$ cat src/core/twu_params.svh
// Constants for the two-wire unit: register offsets, control bit positions, status codes, timing.
// Assumes inclusion by bare name from the package and the core module.
`ifndef TWU_PARAMS_SVH
`define TWU_PARAMS_SVH
// ----------------------------------------
// Register byte offsets
// ----------------------------------------
`define TWU_OFF_CTRL 12'h000
`define TWU_OFF_STAT 12'h004
`define TWU_OFF_DATA 12'h008
`define TWU_OFF_ADDR 12'h00c
// ----------------------------------------
// Control bit positions and reset values
// ----------------------------------------
`define TWU_B_CR0 0
`define TWU_B_CR1 1
`define TWU_B_AA 2
`define TWU_B_SI 3
`define TWU_B_STO 4
`define TWU_B_STA 5
`define TWU_B_EN 6
`define TWU_B_CR2 7
`define TWU_CTRL_RST 8'h00
`define TWU_ADDR_RST 8'h00
`define TWU_DATA_RST 8'h00
// ----------------------------------------
// Status codes
// ----------------------------------------
`define TWU_S_BERR 8'h00
`define TWU_S_START 8'h08
`define TWU_S_RSTART 8'h10
`define TWU_S_AW_ACK 8'h18
`define TWU_S_AW_NAK 8'h20
`define TWU_S_DW_ACK 8'h28
`define TWU_S_DW_NAK 8'h30
`define TWU_S_ARB 8'h38
`define TWU_S_AR_ACK 8'h40
`define TWU_S_AR_NAK 8'h48
`define TWU_S_DR_ACK 8'h50
`define TWU_S_DR_NAK 8'h58
`define TWU_S_SW_ARB 8'h68
`define TWU_S_SW 8'h60
`define TWU_S_GC_ARB 8'h78
`define TWU_S_GC 8'h70
`define TWU_S_SRD_ACK 8'h80
`define TWU_S_SRD_NAK 8'h88
`define TWU_S_GRD_ACK 8'h90
`define TWU_S_GRD_NAK 8'h98
`define TWU_S_SSTOP 8'ha0
`define TWU_S_SR_ARB 8'hb0
`define TWU_S_SR 8'ha8
`define TWU_S_ST_ACK 8'hb8
`define TWU_S_ST_NAK 8'hc0
`define TWU_S_ST_LAST 8'hc8
`define TWU_S_IDLE 8'hf8
`define TWU_GC_ADDR 7'h00
// ----------------------------------------
// Timing: base half-period in pclk cycles (4.7 us at 200 MHz), divided by 2^rate
// ----------------------------------------
`define TWU_THALF_NS 4700
`define TWU_CLK_NS 5
`define TWU_HALF_CYC ((`TWU_THALF_NS + `TWU_CLK_NS - 1) / `TWU_CLK_NS)
`endif

$ cat src/core/twu_pkg.sv
// Types shared by the two-wire unit.
// Assumes the params header is on the include path.
package twu_pkg;
  `include "twu_params.svh"
  // Engine phases
  typedef enum logic [2:0] {
    TWU_IDLE, TWU_START, TWU_BITS, TWU_ACK, TWU_HOLD, TWU_STOP
  } twu_phase_t;
  // Open-drain pin pair as seen at the core
  typedef struct packed {
    logic scl_o;
    logic scl_oe;
    logic sda_o;
    logic sda_oe;
  } twu_pins_t;
endpackage

$ cat src/core/twu_core.sv
// Two-wire master/slave controller with APB register access.
// Assumes open-drain SCL/SDA resolved outside; pin inputs are asynchronous and synchronised here.
//
// Behaviour
// - Clearing the event flag starts the next action; completion loads status and sets flag.
// - With acknowledge bit clear, own and general-call addresses are not acknowledged.
// - Start request waits for free bus, sends START, reports 08h.
// - Write-address acknowledge phase reports 18h or 20h; 38h from arbitration loss is loaded without the flag.
// - Repeated START reports 10h; direction follows next loaded address byte.
// - Read-address acknowledge phase reports 40h or 48h; 38h from arbitration loss is loaded without the flag.
// - Slave matches upper seven address bits; general call only when bit zero set.
// - Own address with read bit enters slave transmit and flags status.
// - Own address with write bit enters slave receive and flags status.
// - Arbitration loss moves to slave with B0h, 68h or 78h.
// - Acknowledge cleared in slave transmit: send last byte, report C0h/C8h, unaddress.
// - Acknowledge cleared: keep monitoring, ignore addresses; setting resumes recognition.
// - Acknowledge cleared in slave receive returns not-acknowledge after next byte.
// - Status reads F8h while event flag is clear.
// - START or STOP inside a byte or acknowledge is a bus error, 00h.
// - Recovery unaddresses, clears stop only, releases lines without STOP.
// - Seven-bit slave addressing.
// - Event flag stretches SCL low, never a high SCL.
// - Stop request in master sends STOP and clears bit once STOP seen.
// - Start request in master after bytes issues repeated START.
// - MSB first, sample on SCL rise, shift on fall, ninth clock is acknowledge.
`timescale 1ns/1ps
`include "twu_params.svh"
module twu_core (
  input wire logic pclk,
  input wire logic presetn,
  input wire logic psel,
  input wire logic penable,
  input wire logic pwrite,
  input wire logic [11:0] paddr,
  input wire logic [31:0] pwdata,
  output logic [31:0] prdata,
  output logic pready,
  output logic pslverr,
  input wire logic scl_i,
  input wire logic sda_i,
  output twu_pkg::twu_pins_t pins
);
  import twu_pkg::*;

  // ----------------------------------------
  // Pin synchronisers and bus condition detection
  // ----------------------------------------
  logic [1:0] scl_sy_ff, sda_sy_ff;
  logic scl_d_ff, sda_d_ff;
  always_ff @(posedge pclk or negedge presetn) begin
    if (!presetn) begin
      scl_sy_ff <= 2'b11;
      sda_sy_ff <= 2'b11;
      scl_d_ff <= 1'b1;
      sda_d_ff <= 1'b1;
    end else begin
      scl_sy_ff <= {scl_sy_ff[0], scl_i};
      sda_sy_ff <= {sda_sy_ff[0], sda_i};
      scl_d_ff <= scl_sy_ff[1];
      sda_d_ff <= sda_sy_ff[1];
    end
  end
  wire scl_s = scl_sy_ff[1];
  wire sda_s = sda_sy_ff[1];
  wire scl_rise = scl_s & ~scl_d_ff;
  wire scl_fall = ~scl_s & scl_d_ff;
  wire start_det = scl_s & scl_d_ff & sda_d_ff & ~sda_s;
  wire stop_det = scl_s & scl_d_ff & ~sda_d_ff & sda_s;

  // ----------------------------------------
  // Registers and engine state
  // ----------------------------------------
  logic [7:0] ctrl_ff, nxt_ctrl;
  logic [7:0] stat_ff, nxt_stat;
  logic [7:0] data_ff, nxt_data;
  logic [7:0] addr_ff, nxt_addr;
  twu_phase_t ph_ff, nxt_ph;
  logic [3:0] bit_ff, nxt_bit;
  logic master_ff, nxt_master;
  logic slave_ff, nxt_slave;      // Addressed slave
  logic tx_ff, nxt_tx;            // We drive data bits
  logic addr_ph_ff, nxt_addr_ph;  // Current byte is an address byte
  logic gc_ff, nxt_gc;
  logic busy_ff, nxt_busy;        // Bus between START and STOP
  logic bytes_ff, nxt_bytes;      // Master has moved a byte
  logic last_ff, nxt_last;        // Arbitration lost; selects 68h/78h/B0h at addressing
  logic sda_o_ff, nxt_sda_o;
  logic scl_o_ff, nxt_scl_o;
  logic [11:0] div_ff, nxt_div;
  logic [7:0] rx_ff, nxt_rx;

  wire en = ctrl_ff[`TWU_B_EN];
  wire si = ctrl_ff[`TWU_B_SI];
  wire aa = ctrl_ff[`TWU_B_AA];
  wire [2:0] rate = {ctrl_ff[`TWU_B_CR2], ctrl_ff[`TWU_B_CR1], ctrl_ff[`TWU_B_CR0]};
  wire [11:0] half_cyc = 12'(`TWU_HALF_CYC >> rate);
  wire tick = (div_ff == 12'h000);
  wire wr_acc = psel & penable & pwrite;
  wire rd_acc = psel & penable & ~pwrite;

  // ----------------------------------------
  // Next-state logic: register writes and bus engine
  // ----------------------------------------
  always_comb begin
    nxt_ctrl = ctrl_ff;
    nxt_stat = stat_ff;
    nxt_data = data_ff;
    nxt_addr = addr_ff;
    nxt_ph = ph_ff;
    nxt_bit = bit_ff;
    nxt_master = master_ff;
    nxt_slave = slave_ff;
    nxt_tx = tx_ff;
    nxt_addr_ph = addr_ph_ff;
    nxt_gc = gc_ff;
    nxt_busy = busy_ff;
    nxt_bytes = bytes_ff;
    nxt_last = last_ff;
    nxt_sda_o = sda_o_ff;
    nxt_scl_o = scl_o_ff;
    nxt_rx = rx_ff;
    nxt_div = tick ? half_cyc : div_ff - 12'h001;
    // Software writes first; hardware events below win over them
    if (wr_acc && paddr == `TWU_OFF_CTRL) nxt_ctrl = pwdata[7:0];
    if (wr_acc && paddr == `TWU_OFF_DATA && si) nxt_data = pwdata[7:0];
    if (wr_acc && paddr == `TWU_OFF_ADDR) nxt_addr = pwdata[7:0];
    if (start_det) nxt_busy = 1'b1;
    if (stop_det) nxt_busy = 1'b0;
    if (!en) begin
      // Disabled: released, unaddressed, stop bit forced low
      nxt_ctrl[`TWU_B_STO] = 1'b0;
      nxt_ph = TWU_IDLE;
      nxt_master = 1'b0;
      nxt_slave = 1'b0;
      nxt_sda_o = 1'b1;
      nxt_scl_o = 1'b1;
    end else if ((start_det || stop_det) && (ph_ff == TWU_BITS || ph_ff == TWU_ACK) && bit_ff != 4'h0
                 && !(master_ff && ph_ff == TWU_START)) begin
      nxt_stat = `TWU_S_BERR;
      nxt_ctrl[`TWU_B_SI] = 1'b1;
      nxt_ph = TWU_HOLD;
      nxt_master = 1'b0;
      nxt_sda_o = 1'b1;
      nxt_scl_o = 1'b1;
    end else if (si) begin
      // Flag set: keep SCL low if we hold it low, never pull a high SCL
      nxt_div = half_cyc;
    end else begin
      unique case (ph_ff)
        TWU_IDLE: begin
          if (ctrl_ff[`TWU_B_STO] && !master_ff) begin
            nxt_ctrl[`TWU_B_STO] = 1'b0;
            nxt_slave = 1'b0;
          end else if (ctrl_ff[`TWU_B_STA] && (!busy_ff || master_ff) && !start_det && tick) begin
            nxt_sda_o = 1'b0;
            nxt_ph = TWU_START;
          end else if (start_det) begin
            nxt_ph = TWU_BITS;
            nxt_bit = 4'hf; // The SCL fall that ends the START wraps this to zero
            nxt_addr_ph = 1'b1;
            nxt_tx = 1'b0;
          end
        end
        TWU_START: if (tick) begin
          // SCL falls after SDA: START complete
          nxt_scl_o = 1'b0;
          nxt_master = 1'b1;
          nxt_ctrl[`TWU_B_STA] = 1'b0;
          nxt_stat = bytes_ff ? `TWU_S_RSTART : `TWU_S_START;
          nxt_ctrl[`TWU_B_SI] = 1'b1;
          nxt_ph = TWU_HOLD;
          nxt_addr_ph = 1'b1;
        end
        TWU_HOLD: begin
          // Flag cleared by software: pick the next action
          if (ctrl_ff[`TWU_B_STO] && !master_ff) begin
            nxt_ctrl[`TWU_B_STO] = 1'b0;
            nxt_slave = 1'b0;
            nxt_ph = TWU_IDLE;
            nxt_sda_o = 1'b1;
            nxt_scl_o = 1'b1;
          end else if (master_ff && ctrl_ff[`TWU_B_STO]) begin
            nxt_sda_o = 1'b0;
            nxt_ph = TWU_STOP;
          end else if (master_ff && ctrl_ff[`TWU_B_STA] && !addr_ph_ff) begin
            nxt_sda_o = 1'b1;
            nxt_scl_o = 1'b1;
            nxt_ph = TWU_IDLE;
          end else if (!master_ff && !slave_ff) begin
            nxt_ph = TWU_IDLE;
          end else begin
            nxt_tx = master_ff ? (addr_ph_ff | ~data_ff[0] | tx_ff) & ~(~addr_ph_ff & ~tx_ff) : tx_ff;
            if (master_ff && addr_ph_ff) nxt_tx = 1'b1;
            nxt_bit = 4'h0;
            nxt_ph = TWU_BITS;
            nxt_sda_o = nxt_tx ? data_ff[7] : 1'b1;
            nxt_scl_o = master_ff ? 1'b0 : 1'b1;
          end
        end
        TWU_BITS, TWU_ACK: begin
          // Master clock generation with stretch support
          if (master_ff && tick && (nxt_scl_o == scl_s || !scl_o_ff)) nxt_scl_o = ~scl_o_ff;
          if (stop_det) begin
            nxt_ph = TWU_IDLE;
            nxt_slave = 1'b0;
          end else if (scl_rise) begin
            nxt_rx = {rx_ff[6:0], sda_s};
            if (ph_ff == TWU_BITS && master_ff && tx_ff && sda_o_ff && !sda_s) begin
              nxt_master = 1'b0;
              nxt_tx = 1'b0;
              nxt_sda_o = 1'b1;
              nxt_scl_o = 1'b1;
              nxt_stat = `TWU_S_ARB;
              nxt_last = 1'b1;
            end
          end else if (scl_fall) begin
            if (ph_ff == TWU_BITS && bit_ff == 4'h7) begin
              nxt_ph = TWU_ACK;
              nxt_data = rx_ff;
              // Address byte heard by a non-master: compare own or general call
              if (addr_ph_ff && !master_ff) begin
                nxt_gc = (rx_ff[7:1] == `TWU_GC_ADDR) && addr_ff[0];
                nxt_slave = aa && ((rx_ff[7:1] == addr_ff[7:1]) || nxt_gc);
              end
              if (tx_ff && !master_ff) nxt_sda_o = 1'b1;
              else if (!tx_ff) nxt_sda_o = ~(aa && (master_ff || nxt_slave));
              else nxt_sda_o = 1'b1;
            end else if (ph_ff == TWU_BITS) begin
              nxt_bit = bit_ff + 4'h1;
              nxt_sda_o = tx_ff ? data_ff[3'(3'h6 - bit_ff[2:0])] : 1'b1;
            end else begin
              // Ninth clock done: report and stretch if master or addressed slave, else release and go idle
              nxt_sda_o = 1'b1;
              nxt_scl_o = 1'b0;
              nxt_ph = TWU_HOLD;
              nxt_ctrl[`TWU_B_SI] = master_ff | slave_ff;
              if (master_ff) begin
                nxt_bytes = 1'b1;
                if (addr_ph_ff) nxt_stat = data_ff[0] ? (rx_ff[0] ? `TWU_S_AR_NAK : `TWU_S_AR_ACK)
                                                      : (rx_ff[0] ? `TWU_S_AW_NAK : `TWU_S_AW_ACK);
                else if (tx_ff) nxt_stat = rx_ff[0] ? `TWU_S_DW_NAK : `TWU_S_DW_ACK;
                else nxt_stat = aa ? `TWU_S_DR_ACK : `TWU_S_DR_NAK;
                if (addr_ph_ff) nxt_tx = ~data_ff[0];
                nxt_addr_ph = 1'b0;
              end else if (slave_ff && addr_ph_ff) begin
                nxt_tx = data_ff[0];
                nxt_last = ~aa;
                if (data_ff[0]) nxt_stat = last_ff ? `TWU_S_SR_ARB : `TWU_S_SR;
                else if (gc_ff) nxt_stat = last_ff ? `TWU_S_GC_ARB : `TWU_S_GC;
                else nxt_stat = last_ff ? `TWU_S_SW_ARB : `TWU_S_SW;
                nxt_addr_ph = 1'b0;
              end else if (slave_ff && tx_ff) begin
                nxt_stat = rx_ff[0] ? `TWU_S_ST_NAK : (aa ? `TWU_S_ST_ACK : `TWU_S_ST_LAST);
                if (rx_ff[0] || !aa) nxt_slave = 1'b0;
              end else if (slave_ff) begin
                nxt_stat = gc_ff ? (aa ? `TWU_S_GRD_ACK : `TWU_S_GRD_NAK)
                                 : (aa ? `TWU_S_SRD_ACK : `TWU_S_SRD_NAK);
                if (!aa) nxt_slave = 1'b0;
              end else begin
                nxt_ph = TWU_IDLE;
              end
              if (!(master_ff | slave_ff)) nxt_scl_o = 1'b1;
            end
          end
        end
        TWU_STOP: begin
          if (tick && !scl_o_ff) nxt_scl_o = 1'b1;
          else if (tick) nxt_sda_o = 1'b1;
          if (stop_det) begin
            nxt_ctrl[`TWU_B_STO] = 1'b0;
            nxt_master = 1'b0;
            nxt_bytes = 1'b0;
            nxt_ph = TWU_IDLE;
          end
        end
        default: nxt_ph = TWU_IDLE;
      endcase
    end
  end

  // ----------------------------------------
  // State registers
  // ----------------------------------------
  always_ff @(posedge pclk or negedge presetn) begin
    if (!presetn) begin
      ctrl_ff <= `TWU_CTRL_RST;
      stat_ff <= `TWU_S_IDLE;
      data_ff <= `TWU_DATA_RST;
      addr_ff <= `TWU_ADDR_RST;
      ph_ff <= TWU_IDLE;
      bit_ff <= 4'h0;
      master_ff <= 1'b0;
      slave_ff <= 1'b0;
      tx_ff <= 1'b0;
      addr_ph_ff <= 1'b0;
      gc_ff <= 1'b0;
      busy_ff <= 1'b0;
      bytes_ff <= 1'b0;
      last_ff <= 1'b0;
      sda_o_ff <= 1'b1;
      scl_o_ff <= 1'b1;
      div_ff <= 12'h000;
      rx_ff <= 8'h00;
    end else begin
      ctrl_ff <= nxt_ctrl;
      stat_ff <= nxt_stat;
      data_ff <= nxt_data;
      addr_ff <= nxt_addr;
      ph_ff <= nxt_ph;
      bit_ff <= nxt_bit;
      master_ff <= nxt_master;
      slave_ff <= nxt_slave;
      tx_ff <= nxt_tx;
      addr_ph_ff <= nxt_addr_ph;
      gc_ff <= nxt_gc;
      busy_ff <= nxt_busy;
      bytes_ff <= nxt_bytes;
      last_ff <= nxt_last;
      sda_o_ff <= nxt_sda_o;
      scl_o_ff <= nxt_scl_o;
      div_ff <= nxt_div;
      rx_ff <= nxt_rx;
    end
  end

  // ----------------------------------------
  // APB read path and pins
  // ----------------------------------------
  // Zero wait states; unmapped reads give zero with no error
  always_comb begin
    prdata = 32'h0000_0000;
    if (rd_acc) begin
      unique case (paddr)
        `TWU_OFF_CTRL: prdata = {24'h000000, ctrl_ff};
        `TWU_OFF_STAT: prdata = {24'h000000, si ? stat_ff : `TWU_S_IDLE};
        `TWU_OFF_DATA: prdata = {24'h000000, data_ff};
        `TWU_OFF_ADDR: prdata = {24'h000000, addr_ff};
        default: prdata = 32'h0000_0000;
      endcase
    end
  end
  assign pready = 1'b1;
  assign pslverr = 1'b0;
  // Drive only lows; a released line is pulled up outside
  assign pins.scl_o = 1'b0;
  assign pins.scl_oe = en & ~scl_o_ff;
  assign pins.sda_o = 1'b0;
  assign pins.sda_oe = en & ~sda_o_ff;

  // ----------------------------------------
  // Assertions
  // ----------------------------------------
  a_status_idle_read: assert property (@(posedge pclk) disable iff (!presetn)
    (rd_acc && paddr == `TWU_OFF_STAT && !si) |-> prdata[7:0] == `TWU_S_IDLE)
    else $error("status not F8h while flag clear");
  a_disable_stop_clear: assert property (@(posedge pclk) disable iff (!presetn)
    !en |=> !ctrl_ff[`TWU_B_STO] && !pins.sda_oe)
    else $error("disabled unit holds stop or drives sda");
  a_berr_sets_flag: assert property (@(posedge pclk) disable iff (!presetn)
    (en && nxt_stat == `TWU_S_BERR && stat_ff != `TWU_S_BERR) |=> si && stat_ff == `TWU_S_BERR)
    else $error("bus error without flag");
  a_start_code: assert property (@(posedge pclk) disable iff (!presetn)
    (en && !si && ph_ff == TWU_START && tick) |=> si && (stat_ff == `TWU_S_START || stat_ff == `TWU_S_RSTART))
    else $error("START not reported");
  a_flag_holds_scl: assert property (@(posedge pclk) disable iff (!presetn)
    (en && si && !scl_o_ff && ph_ff == TWU_HOLD) |=> !scl_o_ff)
    else $error("scl released while flag set");
  a_no_ack_when_off: assert property (@(posedge pclk) disable iff (!presetn)
    (en && !si && !master_ff && !aa && addr_ph_ff && ph_ff == TWU_BITS && scl_fall && bit_ff == 4'h7)
    |=> !slave_ff && sda_o_ff)
    else $error("address acknowledged with acknowledge bit clear");
  a_stop_clears_sto: assert property (@(posedge pclk) disable iff (!presetn)
    (en && !si && ph_ff == TWU_STOP && stop_det) |=> !ctrl_ff[`TWU_B_STO] && !master_ff)
    else $error("stop bit not cleared after STOP");
  a_arb_release: assert property (@(posedge pclk) disable iff (!presetn)
    (en && !si && ph_ff == TWU_BITS && master_ff && tx_ff && sda_o_ff && scl_rise && !sda_s && !stop_det && !start_det)
    |=> !master_ff && sda_o_ff)
    else $error("arbitration loss not handled");
endmodule // twu_core

$ cat config.mk
export PLATFORM = sky130hd
export DESIGN_NAME = twu_core
export DESIGN_NICKNAME = d
export VERILOG_FILES = /design/src/core/twu_pkg.sv /design/src/core/twu_core.sv
export VERILOG_INCLUDE_DIRS = /design/src /design/src/core
export SDC_FILE = /design/constraint.sdc
export NUM_CORES = 1
export LEC_CHECK = 0
export ABC_AREA = 1
export BUFFER_PORTS_ARGS = -buffer_cell sky130_fd_sc_hd__buf_2
export CORE_UTILIZATION = 60
export DETAILED_ROUTE_END_ITERATION = 10
export GPL_TIMING_DRIVEN = 0
export PLACE_DENSITY = 0.84
export SKIP_CTS_REPAIR_TIMING = 1
export SLEW_MARGIN = 30
export SYNTH_ARGS = -nofsm -noshare
export SYNTH_HDL_FRONTEND = slang
export SYNTH_SLANG_ARGS = --single-unit
$ cat constraint.sdc
create_clock -name pclk -period 3.72 [get_ports pclk]
set_clock_uncertainty 0.1 [all_clocks]
set_input_delay 0.558 -clock pclk [delete_from_list [all_inputs] [get_ports pclk]]
set_output_delay 0.558 -clock pclk [all_outputs]
set_load 0.1 [all_outputs]
==> results.md <==
* Vias at 5570
* Multiplexer share of the synthesized area at 0%
* Final period utilization at 81.4%
* Layout Cells excl Fill at 958
* Critical path arrival at 2.37 ns
* Grt total ovfl at 0
* Core Footprint at 8340 um2
* PD cells at a little under 300 nW/um2
* Post-Synth XOR/XNOR Area at under 10%
* Worst-path maximum fanout at 10
* Largest family of logic cells by synthesized area: simple AND/OR/NAND/NOR gates
* Commonest non-fill, non-tap cell in the layout: nand2_1
* Synth top area cells: dfrtp_1 28%, nand2_1 14%, inv_1 8.0%
* RSZ-0062 raised after global routing: no
* Hold Violations, Final at 0
* Part of the power in the clock network at 35.7%
* Commonest cells after routing, fill and taps aside: 192 x nand2_1, 113 x inv_1, 84 x nor2_1, 59 x dfrtp_1, 46 x o21ai_0
* P_sw at 0.577 mW
* Worst vdd ir at 0.000246 V
* Busiest grt layer: met2
* WP data required at 3.06 ns
* Global-route wire length before repair at around 25000 um
* FF+latch area at 1820 um2
* Met3 usage in global routing at 7.11%
* CP endpoint kind: output port
* Die Span Y at ~96 um
* Run status: finished, final reports clean
* Setup CP Type: flop to output port
* CTS Root Cell: clkbuf_8
* Reg-to-Reg Start: scl_sy_ff[1]
* Clk sink count at 72
* Worst-Skew Late Latency at 0.36 ns
* EDFF count, synth at 0
* R2r endpoint: rx_ff[1]
* Ys flop type: dfrtp_1
* DIE AREA at 9170 um2
* Hold path cells at 1
* Rows at 33
* Area Growth Syn to Fin at 12.1%
* Top delay family on crit path: buffers and inverters
* Hpwl dp at 12200 um
* Nets at ~910
* Max Cap Violations at 0
* Clock-pin slew on the worst setup and hold paths at 0.09 ns
* Multi-input gate area at ~2800 um2
* Top cell type's share of synthesized area at between 20 and 30%
* Design Area, Final at between 5000 and 6000 um2
* DR pass1 iterations at 7
* Fmax at ~0.33 GHz
* Seq/Total Area, Yosys at approximately 34%
* Fillers at 712
* Yosys top cell by area: dfrtp_1
* Adder-Cell Fraction of Synth Area at 3.08%
* Worst Hold Class: input port to flop
* Routed Antenna Nets at 0
* R2R cell count at 9
* Gate Count Post-Synth at 773
* Crit-path slowest cell: dfrtp_1
* Sequential share of power at 48.7%
* Pin count of the biggest net entering global routing at 54
* DRC Markers at 0
* Pleak at 2.99 nW
* Antenna violations before repair at 0
* Crit-path cells: inv_1 > clkbuf_1 > nor2_1 > o22ai_1 > nor2_1 > nor2_1 > buf_2
* Compound-Gate Fraction of Synth Area at around 16%
* Overall routing resource usage at between 30% and 40%
* I/O pin count at 89
* Simple-Gate Fraction of Synth Area at 30.9%
* Placed cells at 941
* Pwr Total at 1.71 mW
* Post-Route WL at roughly 16000 um
* Vias in the first global route at 5075
* WL/cell at 16.5 um
* Routing usage on met1 at 49.8%
* FF-to-FF setup slack at 1.13 ns
* Dpl cell area at about 5700 um2
* Crit path largest cell delay at 0.48 ns
* Slew margin rel. at 61.0%
* Cell variety after synth at 50
* Bufs and invs on worst path at 3
* CTS buffer count at 9
* Pin slew with the least headroom to its limit at 0.584 ns
* Clk buf depth at 2
* Comb power frac at 15.6%
* Initial core utilization at a little over three fifths
* Syn avg cell area at 6.82 um2
* Fraction of registers with async set/reset at 100%
* Synth warn at 0
* Layout cells sized above 1 at ~16%
* FF+latch count, synth at between 70 and 80
* End of the worst hold path: scl_sy_ff[0]
* M2 GR Usage at 55.6%
* Tmin final at roughly 3.0 ns
* TNS Setup at 0 ns
* # H-tree levels at 3
* P_int at 1.14 mW
* Die X at 95.7 um
* DR iter-0 viols at 633
* Hold path startpoint: scl_i
* Post-DR vias/cell at 5.81
* WHS at 0.190 ns
* Antenna fix cells at 0
* Most common cell type on the critical path: nor2_1
* TritonCTS clock tree: yes
* Fin. max-slew vios at 0
* GPL Wtd Cong at 0.981
* # port buffers at 36
* Final setup vio count at 0
* Netlist Area Pre-Place at about 5300 um2
* CP startpoint kind: flop
* Switching share of total power at 33.7%
## cells by family (layout without fill, tap and decap cells)
group,after synthesis,count (layout)
AOI/OAI and AO/OA,143,143
buffers and inverters,159,213
other,2,28
and+or+nand+nor,372,372
adders and majority gates,13,13
DFF,72,72
xor gates and xnor gates,12,12
## how the worst max path moves through the flow
| stage | startpoint | end | slack (ns) | cells after the start |
|---|---|---|---|---|
| 2_1_floorplan | paddr[1] | prdata[3] | 0.34 | 6 |
| 3_3_place_gp | paddr[1] | prdata[7] | 0.87 | 8 |
| 3_5_place_dp | paddr[1] | prdata[1] | 0.83 | 8 |
| 4_1_cts | ctrl_ff[3] | prdata[6] | 0.79 | 7 |
| 5_1_grt | paddr[1] | prdata[1] | 0.57 | 8 |
| 6_report | ctrl_ff[3] | prdata[7] | 0.69 | 7 |
## final cells by class
cell class	instances	area share (%)
multi-input cells	568	47.9
flip-flops and latches	72	30.8
inverters	118	7.52
plain buffers	41	4.72
repair buffers	38	3.73
well taps	105	2.22
clock buffers	9	2.10
clock inverters	7	1.06
## Yosys cell counts (3+ instances only)
| library cell | number |
|---|---|
| dfrtp_1 | 59 |
| nand2_1 | 192 |
| nand3_2 | 3 |
| xnor2_1 | 3 |
| o21ai_0 | 46 |
| ha_1 | 13 |
| nor2_2 | 5 |
| o21bai_1 | 3 |
| nor2_1 | 84 |
| nor4_1 | 3 |
| buf_4 | 30 |
| a211oi_1 | 4 |
| clkbuf_1 | 6 |
| a21oi_1 | 21 |
| o22ai_1 | 17 |
| inv_1 | 113 |
| nand3_1 | 44 |
| xor2_1 | 9 |
| a31oi_1 | 6 |
| nor3_1 | 10 |
| o211ai_1 | 10 |
| inv_2 | 4 |
| nand4_1 | 12 |
| o21ai_1 | 26 |
| nand2_4 | 3 |
| dfstp_2 | 13 |
| nand2_2 | 4 |
| buf_2 | 4 |
## state kept, by name, indices dropped and copies added (netlist names), 2 cells and up
name / flops
scl_sy_ff: 2
stat_ff: 5
rx_ff: 8
bit_ff: 4
sda_sy_ff: 2
div_ff: 12
data_ff: 8
ctrl_ff: 8
ph_ff: 3
addr_ff: 8
## through the flow
stage | worst slack (ns) | util [%]
2_1_floorplan | 0.339 | -
3_3_place_gp | 0.871 | 68.1
3_5_place_dp | 0.832 | 68.5
4_1_cts | 0.791 | 70.7
5_1_grt | 0.575 | 70.8
6_report | 0.693 | 70.8
## power by group through the flow
stage                     Combinational [mW]  Clock [mW]  Sequential, mW
after floorplan                        0.210           0           0.844
after global placement                 0.255           0           0.848
after detailed placement               0.262           0           0.849
after CTS                              0.263       0.609           0.834
after global routing                   0.285       0.643           0.838
final                                  0.267       0.611           0.834
## layer usage
metal,part of all wire [%],vias to the layer above,routed length [um]
li1,-,2599,-
met1,41,2543,6490
met2,44,361,6880
met3,11,67,1720
met4,4.5,0,705
met5,0,-,0
No activity file was read; power rests on OpenSTA's default activity.
